--- src/verilog/rom_flash_pkg.sv ---
// Purpose: shared constants for the two-block ROM/Flash interface
// Assumes: 250 MHz system clock, processor byte addresses, big-endian lanes
// Notes:   base fields hold address bits 31:22; size code n means 1 MB << n
package rom_flash_pkg;

  localparam int          BASE_W       = 10;
  localparam int          BASE_LSB     = 22;
  localparam logic [9:0]  BASE_A_RST   = 10'h3fc;   // FF000000
  localparam logic [9:0]  BASE_B_RST   = 10'h3fd;   // FF400000
  localparam logic [11:0] ALIAS_TAG    = 12'hfff;   // FFF00000 window
  localparam int          ALIAS_LSB    = 20;
  localparam logic [2:0]  SIZE_RST     = 3'h0;      // 1 MB
  localparam logic [2:0]  SIZE_MAX     = 3'h6;      // 64 MB
  localparam logic [31:0] SIZE_UNIT    = 32'h0010_0000;
  localparam logic [3:0]  ACCESS_RST   = 4'hf;
  localparam logic [4:0]  SYNC_LAT     = 5'h2;      // pin synchroniser depth
  localparam logic [1:0]  STRAP_WAIT   = 2'h2;
  localparam logic [5:0]  BURST_BYTES  = 6'h20;
  localparam logic [31:0] BURST_MASK   = 32'hffff_ffe0;

  typedef enum logic [2:0] {
    ST_IDLE   = 3'b001,
    ST_ACCESS = 3'b010,
    ST_GAP    = 3'b100
  } seq_state_t;

endpackage : rom_flash_pkg

--- src/verilog/rom_block_cfg.sv ---
// Purpose: configuration, strap capture and address decode of one block
// Assumes: straps are board pins, stable around reset release
// Notes:   straps are sampled once, on the third edge (STRAP_WAIT + 1) after reset release
`timescale 1ns/1ps
module rom_block_cfg
  import rom_flash_pkg::*;
#(
  parameter logic [9:0] BASE_RST = BASE_A_RST
) (
  input  wire logic        clk,
  input  wire logic        rst,
  input  wire logic        strapVec,
  input  wire logic        strapWide,
  input  wire logic        cfgWrite,
  input  wire logic        cfgEnableIn,
  input  wire logic        cfgWrEnIn,
  input  wire logic        cfgVecEnIn,
  input  wire logic [9:0]  cfgBaseIn,
  input  wire logic [2:0]  cfgSizeIn,
  input  wire logic [3:0]  cfgAccessIn,
  input  wire logic [31:0] reqAddr,
  output logic             enable_q,
  output logic             wrEn_q,
  output logic             vecEn_q,
  output logic             wide_q,
  output logic [9:0]       base_q,
  output logic [2:0]       size_q,
  output logic [3:0]       access_q,
  output logic             strapDone_q,
  output logic             hit,
  output logic             aliasHit,
  output logic [25:0]      offset
);

  logic [1:0]  sync1_q;
  logic [1:0]  sync2_q;
  logic [1:0]  wait_q;
  logic [31:0] diff;
  logic [31:0] span;
  logic        normalHit;

  // two-flop synchroniser for the straps
  always_ff @(posedge clk or posedge rst)
  begin
    if (rst)
    begin
      sync1_q <= 2'h0;
      sync2_q <= 2'h0;
    end
    else
    begin
      sync1_q <= {strapVec, strapWide};
      sync2_q <= sync1_q;
    end
  end

  // settle counter so straps are caught after release, not under reset
  always_ff @(posedge clk or posedge rst)
  begin
    if (rst)
    begin
      wait_q      <= 2'h0;
      strapDone_q <= 1'b0;
    end
    else if (!strapDone_q)
    begin
      wait_q      <= wait_q + 2'h1;
      strapDone_q <= (wait_q == STRAP_WAIT);
    end
  end

  // software fields; width is strap only
  always_ff @(posedge clk or posedge rst)
  begin
    if (rst)
    begin
      enable_q <= 1'b0;
      wrEn_q   <= 1'b0;
      vecEn_q  <= 1'b0;
      wide_q   <= 1'b0;
      base_q   <= BASE_RST;
      size_q   <= SIZE_RST;
      access_q <= ACCESS_RST;
    end
    else if (!strapDone_q)
    begin
      if (wait_q == STRAP_WAIT)
      begin
        vecEn_q <= sync2_q[1];
        wide_q  <= sync2_q[0];
      end
    end
    else if (cfgWrite)
    begin
      enable_q <= cfgEnableIn;
      wrEn_q   <= cfgWrEnIn;
      vecEn_q  <= cfgVecEnIn;
      base_q   <= cfgBaseIn;
      size_q   <= (cfgSizeIn > SIZE_MAX) ? SIZE_MAX : cfgSizeIn;
      access_q <= cfgAccessIn;
    end
  end

  // window decode; the alias window takes precedence over the base window
  assign diff      = reqAddr - {base_q, 22'h0};
  assign span      = SIZE_UNIT << size_q;
  assign normalHit = enable_q && (diff < span);
  assign aliasHit  = vecEn_q &&
                     (reqAddr[31:ALIAS_LSB] == ALIAS_TAG);
  assign hit       = normalHit || aliasHit;
  assign offset    = aliasHit ? {6'h0, reqAddr[ALIAS_LSB-1:0]}
                              : diff[25:0];

endmodule : rom_block_cfg

--- src/verilog/rom_flash_interface.sv ---
// Purpose: processor-side slave driving two ROM/Flash blocks
// Assumes: requests naturally aligned; bursts are 32 bytes, 4 beats of 8
// Notes:   byte 0 is data bits 63:56; upper half carries bytes 0-3
`timescale 1ns/1ps
module rom_flash_interface
  import rom_flash_pkg::*;
(
  input  wire logic        clk,
  input  wire logic        rst,
  input  wire logic [1:0]  strapVec,
  input  wire logic [1:0]  strapWide,
  input  wire logic [1:0]  cfgWrite,
  input  wire logic        cfgEnableIn,
  input  wire logic        cfgWrEnIn,
  input  wire logic        cfgVecEnIn,
  input  wire logic [9:0]  cfgBaseIn,
  input  wire logic [2:0]  cfgSizeIn,
  input  wire logic [3:0]  cfgAccessIn,
  output logic [1:0]       stEnable,
  output logic [1:0]       stWrEn,
  output logic [1:0]       stVecEn,
  output logic [1:0]       stWide,
  output logic [9:0]       stBaseA,
  output logic [9:0]       stBaseB,
  output logic [2:0]       stSizeA,
  output logic [2:0]       stSizeB,
  output logic [3:0]       stAccessA,
  output logic [3:0]       stAccessB,
  input  wire logic        reqValid,
  input  wire logic [31:0] reqAddr,
  input  wire logic        reqWrite,
  input  wire logic [3:0]  reqSize,
  input  wire logic        reqBurst,
  input  wire logic [63:0] reqWdata,
  output logic             reqReady,
  output logic             reqHit,
  output logic             respValid,
  output logic [63:0]      respData,
  output logic [1:0]       romCsN,
  output logic             romOeN,
  output logic             romWeN,
  output logic             romUpperN,
  output logic             romLowerN,
  output logic [22:0]      romAddr,
  input  wire logic [63:0] romDataIn,
  output logic [63:0]      romDataOut,
  output logic             romDataOeN
);

  seq_state_t  state_q;
  logic [1:0]  hitBlk;
  logic [1:0]  aliasBlk;
  logic [1:0]  strapDone;
  logic [25:0] offA;
  logic [25:0] offB;
  logic        selB;
  logic [25:0] startOff;
  logic        selWide;
  logic        selWrEn;
  logic [3:0]  selAccess;
  logic        take;
  logic        wrOk;
  logic        doWrite;
  logic [25:0] off_q;
  logic        blk_q;
  logic        wide_q;
  logic        wr_q;
  logic [5:0]  remain_q;
  logic [4:0]  cnt_q;
  logic [63:0] beat_q;
  logic [63:0] inS1_q;
  logic [63:0] inS2_q;
  logic [22:0] addr_q;
  logic        upper_q;
  logic        lower_q;
  logic [63:0] wdata_q;
  logic        resp_q;
  logic [63:0] respData_q;
  logic [5:0]  step;
  logic [25:0] nextOff;
  logic        lastAcc;
  logic        beatEnd;
  logic [7:0]  rdByte;
  logic [63:0] byteMask;
  logic [63:0] merged;
  logic [5:0]  startRemain;
  logic [25:0] startAligned;
  logic [4:0]  accLoad;

  // per-block configuration and decode
  rom_block_cfg #(.BASE_RST(BASE_A_RST)) blockA (
    .clk         (clk),
    .rst         (rst),
    .strapVec    (strapVec[0]),
    .strapWide   (strapWide[0]),
    .cfgWrite    (cfgWrite[0]),
    .cfgEnableIn (cfgEnableIn),
    .cfgWrEnIn   (cfgWrEnIn),
    .cfgVecEnIn  (cfgVecEnIn),
    .cfgBaseIn   (cfgBaseIn),
    .cfgSizeIn   (cfgSizeIn),
    .cfgAccessIn (cfgAccessIn),
    .reqAddr     (reqAddr),
    .enable_q    (stEnable[0]),
    .wrEn_q      (stWrEn[0]),
    .vecEn_q     (stVecEn[0]),
    .wide_q      (stWide[0]),
    .base_q      (stBaseA),
    .size_q      (stSizeA),
    .access_q    (stAccessA),
    .strapDone_q (strapDone[0]),
    .hit         (hitBlk[0]),
    .aliasHit    (aliasBlk[0]),
    .offset      (offA)
  );

  rom_block_cfg #(.BASE_RST(BASE_B_RST)) blockB (
    .clk         (clk),
    .rst         (rst),
    .strapVec    (strapVec[1]),
    .strapWide   (strapWide[1]),
    .cfgWrite    (cfgWrite[1]),
    .cfgEnableIn (cfgEnableIn),
    .cfgWrEnIn   (cfgWrEnIn),
    .cfgVecEnIn  (cfgVecEnIn),
    .cfgBaseIn   (cfgBaseIn),
    .cfgSizeIn   (cfgSizeIn),
    .cfgAccessIn (cfgAccessIn),
    .reqAddr     (reqAddr),
    .enable_q    (stEnable[1]),
    .wrEn_q      (stWrEn[1]),
    .vecEn_q     (stVecEn[1]),
    .wide_q      (stWide[1]),
    .base_q      (stBaseB),
    .size_q      (stSizeB),
    .access_q    (stAccessB),
    .strapDone_q (strapDone[1]),
    .hit         (hitBlk[1]),
    .aliasHit    (aliasBlk[1]),
    .offset      (offB)
  );

  // block select: an alias hit wins, then block A before block B
  assign selB      = aliasBlk[0] ? 1'b0 :
                     aliasBlk[1] ? 1'b1 : !hitBlk[0];
  assign startOff  = selB ? offB : offA;
  assign selWide   = selB ? stWide[1] : stWide[0];
  assign selWrEn   = selB ? stWrEn[1] : stWrEn[0];
  assign selAccess = selB ? stAccessB : stAccessA;

  // request acceptance
  assign reqReady = (state_q == ST_IDLE) && (&strapDone);
  assign reqHit   = |hitBlk;
  assign take     = reqValid && reqReady && reqHit;

  // write filter; a dropped write still answers so the bus never hangs
  assign wrOk    = selWide ? (reqSize == 4'h4) && (reqAddr[1:0] == 2'h0)
                           : (reqSize == 4'h1);
  assign doWrite = reqWrite && wrOk && selWrEn;

  // transfer length: wide reads move 8 bytes per access
  assign startRemain  = reqBurst ? BURST_BYTES :
                        selWide  ? 6'h08 : {2'h0, reqSize};
  assign startAligned = reqBurst ? (startOff & BURST_MASK[25:0])
                      : selWide  ? {startOff[25:3], 3'h0}
                                 : startOff;
  assign accLoad      = {1'b0, selAccess} + SYNC_LAT;

  // device address from block offset
  function automatic logic [22:0] devAddr(input logic [25:0] off,
                                          input logic        wide);
    devAddr = wide ? off[25:3]
                   : {off[23:3], off[1:0]};
  endfunction : devAddr

  // per-access progress
  assign step    = wide_q ? 6'h08 : 6'h01;
  assign nextOff = off_q + {20'h0, step};
  assign lastAcc = (remain_q == step);
  assign beatEnd = lastAcc || (nextOff[2:0] == 3'h0);

  // read merge; raw pass-through, nothing checked or corrected
  assign rdByte   = off_q[2] ? inS2_q[7:0] : inS2_q[15:8];
  assign byteMask = 64'hff00_0000_0000_0000 >> {off_q[2:0], 3'h0};
  assign merged   = wide_q ? inS2_q
                  : (beat_q & ~byteMask) |
                    ({56'h0, rdByte} << {~off_q[2:0], 3'h0});

  // read data pins are asynchronous to clk: two flops, covered by SYNC_LAT
  always_ff @(posedge clk or posedge rst)
  begin
    if (rst)
    begin
      inS1_q <= 64'h0;
      inS2_q <= 64'h0;
    end
    else
    begin
      inS1_q <= romDataIn;
      inS2_q <= inS1_q;
    end
  end

  // sequencer: idle, strobed access, one-cycle recovery gap
  always_ff @(posedge clk or posedge rst)
  begin
    if (rst)
    begin
      state_q  <= ST_IDLE;
      cnt_q    <= 5'h0;
      remain_q <= 6'h0;
      off_q    <= 26'h0;
      blk_q    <= 1'b0;
      wide_q   <= 1'b0;
      wr_q     <= 1'b0;
    end
    else
    begin
      case (state_q)
        ST_IDLE:
        begin
          if (take && (!reqWrite || doWrite))
          begin
            state_q  <= ST_ACCESS;
            cnt_q    <= accLoad;
            remain_q <= startRemain;
            off_q    <= startAligned;
            blk_q    <= selB;
            wide_q   <= selWide;
            wr_q     <= reqWrite;
          end
        end
        ST_ACCESS:
        begin
          if (cnt_q != 5'h0)
            cnt_q <= cnt_q - 5'h1;
          else if (wr_q || lastAcc)
            state_q <= ST_IDLE;
          else
          begin
            state_q  <= ST_GAP;
            remain_q <= remain_q - step;
            off_q    <= nextOff;
          end
        end
        ST_GAP:
        begin
          state_q <= ST_ACCESS;
          cnt_q   <= {1'b0, blk_q ? stAccessB : stAccessA} + SYNC_LAT;
        end
        default:
          state_q <= ST_IDLE;
      endcase
    end
  end

  // pin-side address, half selects and write data, set per access
  always_ff @(posedge clk or posedge rst)
  begin
    if (rst)
    begin
      addr_q  <= 23'h0;
      upper_q <= 1'b0;
      lower_q <= 1'b0;
      wdata_q <= 64'h0;
    end
    else if (take && (state_q == ST_IDLE))
    begin
      addr_q  <= devAddr(startAligned, selWide);
      upper_q <= selWide ? (!reqWrite || !startOff[2]) : !startAligned[2];
      lower_q <= selWide ? (!reqWrite || startOff[2]) : startAligned[2];
      if (selWide)
        wdata_q <= reqAddr[2] ? {reqWdata[31:0], reqWdata[31:0]}
                              : {reqWdata[63:32], reqWdata[63:32]};
      else
        wdata_q <= {48'h0, {2{reqWdata[63 - {reqAddr[2:0], 3'h0} -: 8]}}};
    end
    else if (state_q == ST_GAP)
    begin
      addr_q  <= devAddr(off_q, wide_q);
      upper_q <= wide_q || !off_q[2];
      lower_q <= wide_q || off_q[2];
    end
  end

  // beat assembly and answer
  always_ff @(posedge clk or posedge rst)
  begin
    if (rst)
    begin
      beat_q     <= 64'h0;
      resp_q     <= 1'b0;
      respData_q <= 64'h0;
    end
    else
    begin
      resp_q <= 1'b0;
      if (take && reqWrite && !doWrite)
        resp_q <= 1'b1;
      else if ((state_q == ST_ACCESS) && (cnt_q == 5'h0))
      begin
        if (wr_q)
          resp_q <= 1'b1;
        else
        begin
          beat_q <= merged;
          if (beatEnd)
          begin
            resp_q     <= 1'b1;
            respData_q <= merged;
          end
        end
      end
    end
  end

  // strobes follow the access state; enables already gated at take
  assign romCsN     = (state_q == ST_ACCESS) ? {blk_q, !blk_q} ^ 2'h3
                                             : 2'h3;
  assign romOeN     = !((state_q == ST_ACCESS) && !wr_q);
  assign romWeN     = !((state_q == ST_ACCESS) && wr_q);
  assign romUpperN  = !((state_q == ST_ACCESS) && upper_q);
  assign romLowerN  = !((state_q == ST_ACCESS) && lower_q);
  assign romAddr    = addr_q;
  assign romDataOut = wdata_q;
  assign romDataOeN = !((state_q == ST_ACCESS) && wr_q);
  assign respValid  = resp_q;
  assign respData   = respData_q;

endmodule : rom_flash_interface

--- config.mk ---
export PLATFORM = sky130hd
export DESIGN_NAME = rom_flash_interface
export DESIGN_NICKNAME = d
export VERILOG_FILES = /design/src/verilog/rom_flash_pkg.sv /design/src/verilog/rom_block_cfg.sv /design/src/verilog/rom_flash_interface.sv
export SDC_FILE = /design/constraint.sdc
export NUM_CORES = 1
export LEC_CHECK = 0
export ABC_AREA = 1
export BUFFER_PORTS_ARGS = -buffer_cell sky130_fd_sc_hd__buf_2
export CORE_UTILIZATION = 56
export DETAILED_ROUTE_END_ITERATION = 7
export HOLD_SLACK_MARGIN = 0.12
export PLACE_DENSITY = 0.81
export SYNTH_ARGS = -nofsm -noshare
export SYNTH_HDL_FRONTEND = slang
export SYNTH_SLANG_ARGS = --single-unit
--- constraint.sdc ---
create_clock -name clk -period 15.2 [get_ports clk]
set_clock_uncertainty 0.2 [all_clocks]
set_input_delay 0 -clock clk [delete_from_list [all_inputs] [get_ports clk]]
set_output_delay 0 -clock clk [all_outputs]
set_load 0.02 [all_outputs]
# Yosys cells after proc, flatten, opt, wreduce, memory -nomap -nowiden
# Index checks and enable logic that the tools add are counted.
dict set report op_classes {
  addsub 10
  magnitude_cmp 3
  n_eq_ne 15
  shifts 5
  n_mux 58
  n_bitwise 9
  reduce_logical 63
}
# cell count
set op_table {}
lappend op_table {{2-to-1 mux 64 bit} 3}
lappend op_table {{2-to-1 mux 26 bit} 6}
lappend op_table {{2-to-1 mux 23 bit} 4}
lappend op_table {{variable part select 71 x 33 -> 8 bit} 1}
lappend op_table {{bitwise AND 64 bit} 1}
lappend op_table {{less-than comparator 32 bit} 2}
lappend op_table {{NOT 64 bit} 1}
lappend op_table {{OR 64 bit} 1}
lappend op_table {{left shift 21 x 3 -> 32 bit (first input constant)} 2}
lappend op_table {{left shift 8 x 6 -> 64 bit} 1}
lappend op_table {{>> shifter 64 x 6 -> 64 bit (first input constant)} 1}
lappend op_table {{subtractor 32 bit} 2}
lappend op_table {{one-hot mux 26 bit (2 select lines)} 1}
lappend op_table {{adder 26 x 4 -> 26 bit} 1}
lappend op_table {{2-to-1 mux 6 bit} 4}
lappend op_table {{2-to-1 mux 1 bit} 23}
lappend op_table {{logical AND 1 bit} 19}
lappend op_table {{AND reduction 2 bit} 9}
lappend op_table {{2-to-1 mux 4 bit} 4}
lappend op_table {{2-to-1 mux 3 bit} 5}
lappend op_table {{2-to-1 mux 5 bit} 3}
lappend op_table {{one-hot mux 5 bit (3 select lines)} 1}
lappend op_table {{equality test 12 bit (second input constant)} 1}
lappend op_table {{logical NOT 1 bit} 12}
lappend op_table {{other kinds (31)} 55}
dict set report word_totals {
  reg_bits 445
  inputBits 195
  output_inout_bits 203
  word_cells 201
}

# Logic depth before layout (Yosys ltp)
# Gate-level depths: netlist (run 1).
dict set report depth {
  word_depth 15
  mapped_depth 29
  depth_no_buf 28
}

# Modules after synthesis
# A second synthesis (run 1) with hierarchy kept.
dict set report unflattened {
  cells_unflattened 2709
  hier_area_um2 21481.9
}
# mod instances cells_per_inst area_per_inst_um2 seq_area_each_um2
set modules_own_cells {}
lappend modules_own_cells {rom_flash_interface 1 2151 17354.1 9335.2}
lappend modules_own_cells {{rom_block_cfg at blockB} 1 279 2064.5 716.9}
lappend modules_own_cells {{rom_block_cfg at blockA} 1 279 2063.2 715.7}

# Worst setup path before layout (run 1)
# Ideal clock, no wire load.
dict set report synth_timing {
  path_kind {register to register}
  start {register blockA.base_q[4]}
  end {register cnt_q[3]}
  setup_ns 0.083
  arrival_time_ns 3.589
  required_ns 14.917
  setup_slack_ns 11.329
  path_stages_with_launch 28
  path_buffers 1
  synth_period_minus_slack_ns 3.871
  cell_sequence {dfstp_2 -> inv_1 -> ha_1 -> a21oi_1 -> nand2_1 -> a21oi_1 -> xnor2_1 -> ha_1 -> nand2_1 -> nand3b_1 -> nor2_1 -> nand3_1 -> nor2_1 -> nand2_1 -> nor2_4 -> nand2_2 -> nand2_2 -> buf_2 -> inv_1 -> nand2_1 -> nand3_1 -> nand2_1 -> inv_1 -> ha_1 -> nand3_1 -> nand2_1 -> o21a_1 -> o21ai_0}
}
dict set report synth_between {
  elab_chain_len 15
  elab_cells_between_ends 22
  cone_classes {2 x add/sub; 1 x order compare; 1 x eq/ne; 8 x mux; 10 x reduce/logical}
}
# item line
set synth_lines {}
lappend synth_lines {{start: declaration} rom_block_cfg.sv:26} ;# output logic [9:0] base_q,
lappend synth_lines {{start signal: assignment} rom_block_cfg.sv:98} ;# base_q <= cfgBaseIn;
lappend synth_lines {{subtractor 32 bit (*)} rom_block_cfg.sv:105} ;# assign diff = reqAddr - {base_q, 22'h0};
lappend synth_lines {{less-than comparator 32 bit (*)} rom_block_cfg.sv:107} ;# assign normalHit = enable_q && (diff < span);
lappend synth_lines {{logical AND 1 bit (*)} rom_block_cfg.sv:107}
lappend synth_lines {{logical OR 1 bit (*)} rom_block_cfg.sv:110} ;# assign hit = normalHit || aliasHit;
lappend synth_lines {{branches (longest 11 deep; another with adder 4 x 2 -> 5 bit)} n/a}
lappend synth_lines {{end signal: assignment} rom_flash_interface.sv:225} ;# cnt_q <= accLoad;
lappend synth_lines {{end signal: assignment} rom_flash_interface.sv:236} ;# cnt_q <= cnt_q - 5'h1;
lappend synth_lines {{end signal: assignment} rom_flash_interface.sv:249} ;# cnt_q <= {1'b0, blk_q ? stAccessB : stAccessA} + SYNC_LAT;
lappend synth_lines {{end: declaration} rom_flash_interface.sv:69} ;# logic [4:0] cnt_q;
# Every way passes the cells marked *. The select of a mux whose other input is x is not followed.
# A chain may end at the register's enable or synchronous reset.

# Worst setup path after layout (run 1)
dict set report layout_timing {
  start {register blockA.base_q[4]}
  end {register wdata_q[4], in the netlist romDataOut[4]}
}
dict set report layout_between {
  elab_chain_len 9
  elab_cells_between_ends 12
  cone_classes {1 x add/sub; 1 x order compare; 4 x mux; 6 x reduce/logical}
}
# item line
set layout_lines {}
lappend layout_lines {{subtractor 32 bit (*)} rom_block_cfg.sv:105}
lappend layout_lines {{less-than comparator 32 bit (*)} rom_block_cfg.sv:107}
lappend layout_lines {{logical AND 1 bit (*)} rom_block_cfg.sv:107}
lappend layout_lines {{logical OR 1 bit (*)} rom_block_cfg.sv:110}
lappend layout_lines {{logical NOT 1 bit} rom_flash_interface.sv:145} ;# aliasBlk[1] ? 1'b1 : !hitBlk[0];
lappend layout_lines {{2-to-1 mux 1 bit} rom_flash_interface.sv:145}
lappend layout_lines {{2-to-1 mux 1 bit} rom_flash_interface.sv:144} ;# assign selB = aliasBlk[0] ? 1'b0 :
lappend layout_lines {{2-to-1 mux 1 bit} rom_flash_interface.sv:147} ;# assign selWide = selB ? stWide[1] : stWide[0];
lappend layout_lines {{2-to-1 mux 64 bit} rom_flash_interface.sv:272} ;# if (selWide)
lappend layout_lines {{end signal: assignment} rom_flash_interface.sv:273} ;# wdata_q <= reqAddr[2] ? {reqWdata[31:0], reqWdata[31:0]}
lappend layout_lines {{end signal: assignment} rom_flash_interface.sv:276} ;# wdata_q <= {48'h0, {2{reqWdata[63 - {reqAddr[2:0], 3'h0} -: 8]}}};
lappend layout_lines {{end: declaration} rom_flash_interface.sv:76} ;# logic [63:0] wdata_q;
# Mark *: on every way between the ends. The rest lies on a longest branch, timed or not.

==> results, run 1 <==
- The run finished with clean final reports.
- Synthesis produced 2389 cells.
- Routability-driven placement finished with a final weighted congestion of 0.981.
- The max-cap check violation count is 0.
- After clock tree synthesis, the clock-pin slew on the worst setup and hold paths is 0.06 ns.
- The initialized floorplan defines 69 standard-cell rows.
- The count of H-tree levels built during CTS is 2.
- Summed over all failing endpoints, the final setup total negative slack is 0 ns.
- The max-slew violation total from the final report is 0.
- The core area is 35800 sq um.
- The first global-routing pass estimated 113000 um of wire.
- The setup path with the least slack is of type flop to flop.
- Summed over all layers, the global routing overflow is 0.
- The maximum fanout encountered on the critical timing path is 85.
- The total wire length is 71200 um.
- The tree built by TritonCTS fans out to 429 sinks.
- The post-detailed-placement half-perimeter wirelength is 41200 um.
- In this run the tool buffered the top-level ports with 397 buffer cells.
- The average wire per standard cell is 20.2 um.
- For the pin with the worst max-slew slack, the measured transition is 1.37 ns.
- Buffers inserted during clock tree synthesis total 45.
- Dividing total power by cell area gives a power density of 142 nW/um^2.
- By count the netlist is led by nand2_1, dfrtp_1, o21ai_0.
- The data required time at the worst endpoint is 15.46 ns.
- Headroom to the max-slew limit came out at 7.68%.
- Based on the critical path, the design can be clocked at up to 179 MHz.
- The hold violation total from the final report came to 0.
- The highest routing layer actually used is met4.
- In the routed layout, each cell is associated on average with a via count of 5.86.
- The height of the die is 194 um.
- The net total in the final layout is 3270.
- The all-layer global routing usage is 37.9%.
- For this block, the via count after detailed routing is 20671.
- The main flop type after synthesis is dfrtp_1.
- Once layout is complete, the cells apart from fillers number 3527.
- The standby leakage power is 14.0 nW.
- The kind of start point of the critical path is a flop.
- The synthesized design contains 0 enable-type register cells.
- The CTS tree is yes.
- The boundary pin count is 398.
- The floorplan die area is 37500 sq um.
- The number of global-route vias before repair is 20799.
- The number of nets handed over by synthesis was 2630.
- After synthesis, the netlist uses 48 different library cells.
- Setup repair after global routing left no endpoint under its margin.
- The initial antenna violation count is 1.
- The dominant cell type by area after synthesis is dfrtp_1.
- Once the clock tree was built, the setup fixing pass inserted 0 buffers.
- The worst hold path belongs to the class input port to flop.
- Data on the critical path arrives at its endpoint at 5.84 ns.
- The detailed-routing iteration count for the pre-antenna-repair pass is 6.
- The buffer levels on the longest clock path is 3.
- CTS placed an instance of clkbuf_16 at the clock tree root.
- The summed instance area of the synthesized netlist is 20600 sq um.
- VDD sags by at most 0.140 mV.
- The number of fill cells in the layout is 2306.
- In the final routing, the length of wire on met1 measures 27500 um.
- Summed over its instances, the top area cell type makes up 49.0% of the synthesized netlist area.
- Summing internal, switching and leakage power gives 3.91 mW.
- After synthesis, the share of flip-flops with an asynchronous set or reset is 100%.
- The smallest clock period supported by the final layout is computed as 5.58 ns.
- The total of flip-flops plus latches after synthesis is 429.
- Compared with the post-synthesis result, the final layout area differs by 33.4%.
- The first routing iteration left 1898 violations.
- Setup slack on the worst reg-to-reg path comes out at 9.62 ns.
- The proportion of layout cells with a drive suffix above 1 is 19.1%.
- The die outline width is 194 um.
- Setup violations remaining at the end of the flow were counted as 0.
- The clock network latency to the later pin of the worst-skew pair is 0.61 ns.
- The utilization of the core after routing is 76.6%.
- Post-CTS repair changed the size of 0 cells.
- The number of buffers inserted by hold repair at cts is 331.
- The routed wire length on met2 is 33400 um.
- The initial utilization of the core area, before any placement, comes to 57.4%.
- The pin count of the biggest net entering global routing is 159.
- The detail route stage leaves a number of antenna-violating nets equal to 0.
- The routed design uses 6420 um of met3 wire.
- A synthesized cell averages 8.61 sq um.
- The most common cell in the netlist is nand2_1.
- For this run, the register share of the synthesized area comes to 52.3%.
- The number of remaining DRC errors is 0.
- In the post-synthesis netlist, the biggest area contributors are dfrtp_1, nand2_1, o21ai_0, inv_1, dfstp_2.
- The count of synthesis-stage warnings from yosys is 0.
- In the finished design, the share of the clock period the worst path needs comes to 36.7%.
- The worst setup path is captured at a flop.
- The number of placed instances, taps included is 3112.
==> stage by stage <==
stage          worst slack, ns  cell area [sq um]  hold slack [ns]
2_1_floorplan             3.10              20600           -0.169
3_3_place_gp             10.41              22600          -0.0923
3_5_place_dp             10.25              22600          -0.0907
4_1_cts                   9.74              27400            0.121
5_1_grt                   9.32              27400            0.152
6_report                  9.62              27400            0.132
==> layer usage <==
| layer | up-vias | GRT usage, % |
|---|---|---|
| met3 | 329 | 7.86 |
| li1 | 9154 | - |
| met5 | - | 0 |
| met2 | 1336 | 61.3 |
| met4 | 0 | 19.6 |
| met1 | 9852 | 48.3 |
==> registers in the layout, indices dropped and copies added, names as in the netlist, 4 cells and up <==
name             count
beat_q              64
blockA.access_q      4
blockA.base_q       10
blockB.access_q      4
blockB.base_q       10
cnt_q                5
inS1_q              64
inS2_q              64
off_q               26
remain_q             6
respData            64
romAddr             23
romDataOut          48
==> kinds of logic (layout without fill, tap and decap cells) <==
family          after synthesis  after routing  synth area share [%]
simple gates                963            963                  19.3
other cells                   0              1                     0
compound gates              500            500                  14.1
mux                          51             51                  2.69
flops                       429            429                  52.3
buf+inv                     376           1052                  7.64
fa+ha+maj                    46             46                  2.87
xor+xnor                     24             24                  1.02
==> worst max-delay path: stages, from the launching register on <==
cell and delay (ns):
dfstp_2 0.53, inv_1 0.04, ha_1 0.35, a21oi_1 0.23, nand2_1 0.10, a21oi_1 0.15, xnor2_1 0.09, ha_1 0.29
nand2_1 0.07, nor2_1 0.10, nor2_1 0.06, nand3_1 0.08, nor2_1 0.04, nand2_1 0.09, nor2_4 0.05, nor2_2 0.19
nand2_1 0.11, nand2_2 0.07, buf_4 0.69, inv_2 0.41, o2111ai_1 0.17, dlygate4sd3_1 0.64, nand2_1 0.08, dlygate4sd3_1 0.56
==> cell usage in the layout (no fill, tap or decap), drive strengths merged, types with 6 or more instances in the layout <==
cell,n
xnor2,8
a21oi,103
or2,16
nand4,43
o31ai,21
o311ai,9
dlygate4sd3,331
inv,226
nand2,655
o211ai,41
nor3,21
clkbuf,61
a31oi,27
xor2,16
nand3,71
mux2i,16
a32oi,8
clkinvlp,6
o2111ai,16
dfstp,26
clkinv,11
ha,44
a211oi,26
mux2,35
o21ai,239
dfrtp,403
buf,412
nor2,150
==> power breakdown <==
group / switching (mW) / internal (mW)
Combinational: 0.847 / 0.424
Sequential: 0.150 / 1.31
Clock: 0.502 / 0.668
==> layout make-up <==
type,instances,area [sq um],area share [%]
timing repair buffer,743,5430,19.8
multi-input combinational,1584,8260,30.1
sequential,429,10800,39.2
inverter,226,856,3.12
clock inverter,22,304,1.11
clock buffer,61,1250,4.54
tap,461,577,2.10
antenna,1,2.50,0.00912
==> path summary, 6_finish.rpt <==
path | cells after the start | end | start
worst max-delay path | 23 | romDataOut[4] | blockA.base_q[4]
worst min-delay path | 4 | romDataOut[53] | reqWdata[21]
worst max register to register | 23 | romDataOut[4] | blockA.base_q[4]
worst min register to register | 0 | inS2_q[11] | inS1_q[11]
max in group asynchronous | 6 | beat_q[1] | rst
min in group asynchronous | 4 | inS1_q[39] | rst
No activity file was read; power rests on OpenSTA's default activity.
==> run 2: changes to the inputs <==
clock period = 5.3 ns   (was 15.2 ns; I/O delays follow)
==> results, run 2 (synthesis results as in run 1) <==
- The flow ran to the end, and the final reports show no timing, DRC or antenna violations.
- The met1 wire length was 27500 um (-0.13%).
- The all-layer global routing usage was 38.8% (+0.88 points).
- The minimum period implied by the final worst setup slack is 4.96 ns (-0.618 ns).
- The library cell used as clock root buffer is clkbuf_16.
- The post-detailed-placement half-perimeter wirelength is 41200 um (about the same).
- The floorplan die area is 37500 sq um (unchanged).
- The die outline width is 194 um (unchanged).
- The most common cell after layout, fill and taps aside is nand2_1.
- The cell area power density came to 409 nW/um^2 (+190%).
- The CTS buffer count is 44 (-2.2%).
- The critical path data arrival time is 5.28 ns (-0.56 ns).
- The core area is 35800 sq um (unchanged).
- The worst setup path is launched from a flop.
- The count of H-tree levels built during CTS is 2 (unchanged).
- The worst-case setup margin in the final layout is 0.341 ns (-9.28 ns).
- The maximum clock frequency is 202 MHz (+12%).
- The average wire per standard cell is 20.6 um (+1.8%).
- The height of the die is 194 um (unchanged).
- The count of buffers from port buffering is 397 (unchanged).
- The violation count after the first detailed-routing iteration is 2402 (+27%).
- The detailed-route via count is 20917 (+1.2%).
- The maximum fanout encountered on the critical timing path was 19 (-78%).
- Signal routing reaches up to met4.
- The standby leakage power is 14.1 nW (+0.74%).
- The data required time at the worst endpoint is 5.62 ns (-9.84 ns).
- The post-place setup slack came to 0.776 ns (-9.47 ns).
- The total power of the final layout was 11.3 mW (+190%).
- The total negative slack for setup checks is 0 ns (unchanged).
- The hold violation total from the final report is 0 (unchanged).
- The top cell types in the final layout, fill and taps aside, are nand2_1, dfrtp_1, buf_2.
- The net total in the final layout is 3289 (+0.58%).
- TritonCTS built the clock tree.
- The placement row count is 69 (unchanged).
- The actual transition at the worst max-transition pin is 1.33 ns (-0.0413 ns).
- The routed wire length on met2 is 34300 um (+2.7%).
- The detailed-routing iteration count for the pre-antenna-repair pass is 8 (+2).
- The clock network latency to the later pin of the worst-skew pair is 0.61 ns (about the same).
- The worst hold slack is 0.116 ns (-0.0155 ns).
- The number of global-route vias before repair came to 21202 (+1.9%).
- The total setup violations reported at the end of the flow is 0 (unchanged).
- The finished layout cell area is 27700 sq um (+0.86%).
- The number of fill cells in the layout is 2243 (-2.7%).
- The boundary pin count was 398 (unchanged).
- The max-cap check violation count is 0 (unchanged).
- The number of remaining DRC errors is 0 (unchanged).
- The total wire length is 72900 um (+2.3%).
- The pin count of the biggest net entering global routing is 189 (+19%).
- The initial core utilization is 57.4% (unchanged).
- The count of clock tree sinks is 429 (unchanged).
- The post-detailed-placement cell area is 22600 sq um (+0.27%).
- The proportion of layout cells with a drive suffix above 1 was 19.4% (+0.26 points).
- The first-pass GRT wire length is 115000 um (+1.8%).
- The critical path is of the flop to flop type.
- The worst-case headroom to the max-slew limit is 11.2% (+3.5 points).
- The buffer levels on the longest clock path was 3 (unchanged).
- The initial antenna violation count is 2 (+1).
- The tightest min-delay check is of the input port to flop type.
- The residual overflow from global routing is 0 (unchanged).
- The worst vdd rail ir drop came to 0.333 mV (+140%).
- The fraction of the cycle the final worst path needs was 93.6% (+57 points).
- The per-cell via count in the routed design is 5.90 (+0.70%).
- The area growth from synthesis to layout is 34.5%.
- The clock-pin slew of the registers on the worst-case setup and hold paths is 0.07 ns (about the same).
- The max-slew violation total from the final report is 0 (unchanged).
- The routability-driven placement congestion ratio is 0.980 (about the same).
- The wire length on met3 is 6760 um (+5.3%).
- The number of antenna-violating nets in the routed design is 0 (unchanged).
- The endpoint class of the critical path is a flop.
- Setup repair after global routing left no endpoint under its margin.
==> run 2: changes by cell type in the layout (fill, tap and decap cells not counted), sizes merged <==
cell,previous run,this run
clkinvlp,6,4
buf,412,419
clkbuf,61,58
clkinv,11,12
dlygate4sd3,331,343
diode,1,2
nand3,71,72
==> run 2: power breakdown <==
part	internal (mW)	switching (mW)
logic	1.23	2.47
registers	3.77	0.461
clock network	1.94	1.44
total	6.94	4.37
==> run 2: worst max-delay path: stages, from the launching register on <==
cell and delay (ns):
dfstp_2 0.56, inv_1 0.06, ha_1 0.35, a21oi_1 0.15, nand2_1 0.09, a21oi_1 0.15, o21ai_1 0.11, xnor2_1 0.15
inv_1 0.06, ha_1 0.32, nand2_1 0.07, inv_1 0.06, a221oi_1 0.27, nand2_1 0.09, nor2_1 0.11, nand3_1 0.13
nand2_1 0.13, nand2_2 0.12, inv_2 0.11, buf_6 0.21, o2111ai_1 0.12, dlygate4sd3_1 0.61, nand2_1 0.07, dlygate4sd3_1 0.55
==> run 2: final cells by class <==
class / instances / area, sq um / area share (%)
Sequential cell: 429 / 10800 / 38.9
Multi-Input combinational cell: 1585 / 8290 / 30.0
Timing Repair Buffer: 762 / 5610 / 20.3
Clock buffer: 58 / 1250 / 4.53
Inverter: 226 / 852 / 3.08
Tap cell: 461 / 577 / 2.08
Clock inverter: 21 / 314 / 1.13
Antenna cell: 2 / 5.00 / 0.0181
==> run 2: per-stage QoR <==
step / cells / util (%)
after floorplan: 2389 / -
after global placement: 3119 / 63.2
after detailed placement: 3119 / 63.2
after CTS: 3541 / 77.1
after global routing: 3544 / 77.2
final: 3544 / 77.2
==> run 2: final timing paths <==
| path | depth (start not counted) | slack, ns | endpoint | start |
|---|---|---|---|---|
| setup / recovery | 23 | 0.34 | romDataOut[7] | blockB.base_q[2] |
| min in group asynchronous | 4 | 0.33 | inS1_q[38] | rst |
| setup reg to reg | 23 | 0.34 | romDataOut[7] | blockB.base_q[2] |
| max in group asynchronous | 5 | 3.22 | inS2_q[30] | rst |
| hold reg to reg | 0 | 0.14 | inS2_q[54] | inS1_q[54] |
| hold / removal | 8 | 0.12 | blk_q | reqAddr[22] |
==> run 2: what timing repair did <==
item,4_1_cts,5_1_grt
hold endpoints to repair,626,0
setup endpoints to repair,0,70
buffers inserted,0,0
hold buffers,343,0
resized for setup,0,5
==> run 2: routing by layer <==
layer  vias to the layer above  GRT usage [%]
met4                         0           23.0
met1                     10020           49.0
met3                       338           8.14
li1                       9183              -
met5                         -              0
met2                      1376           61.8
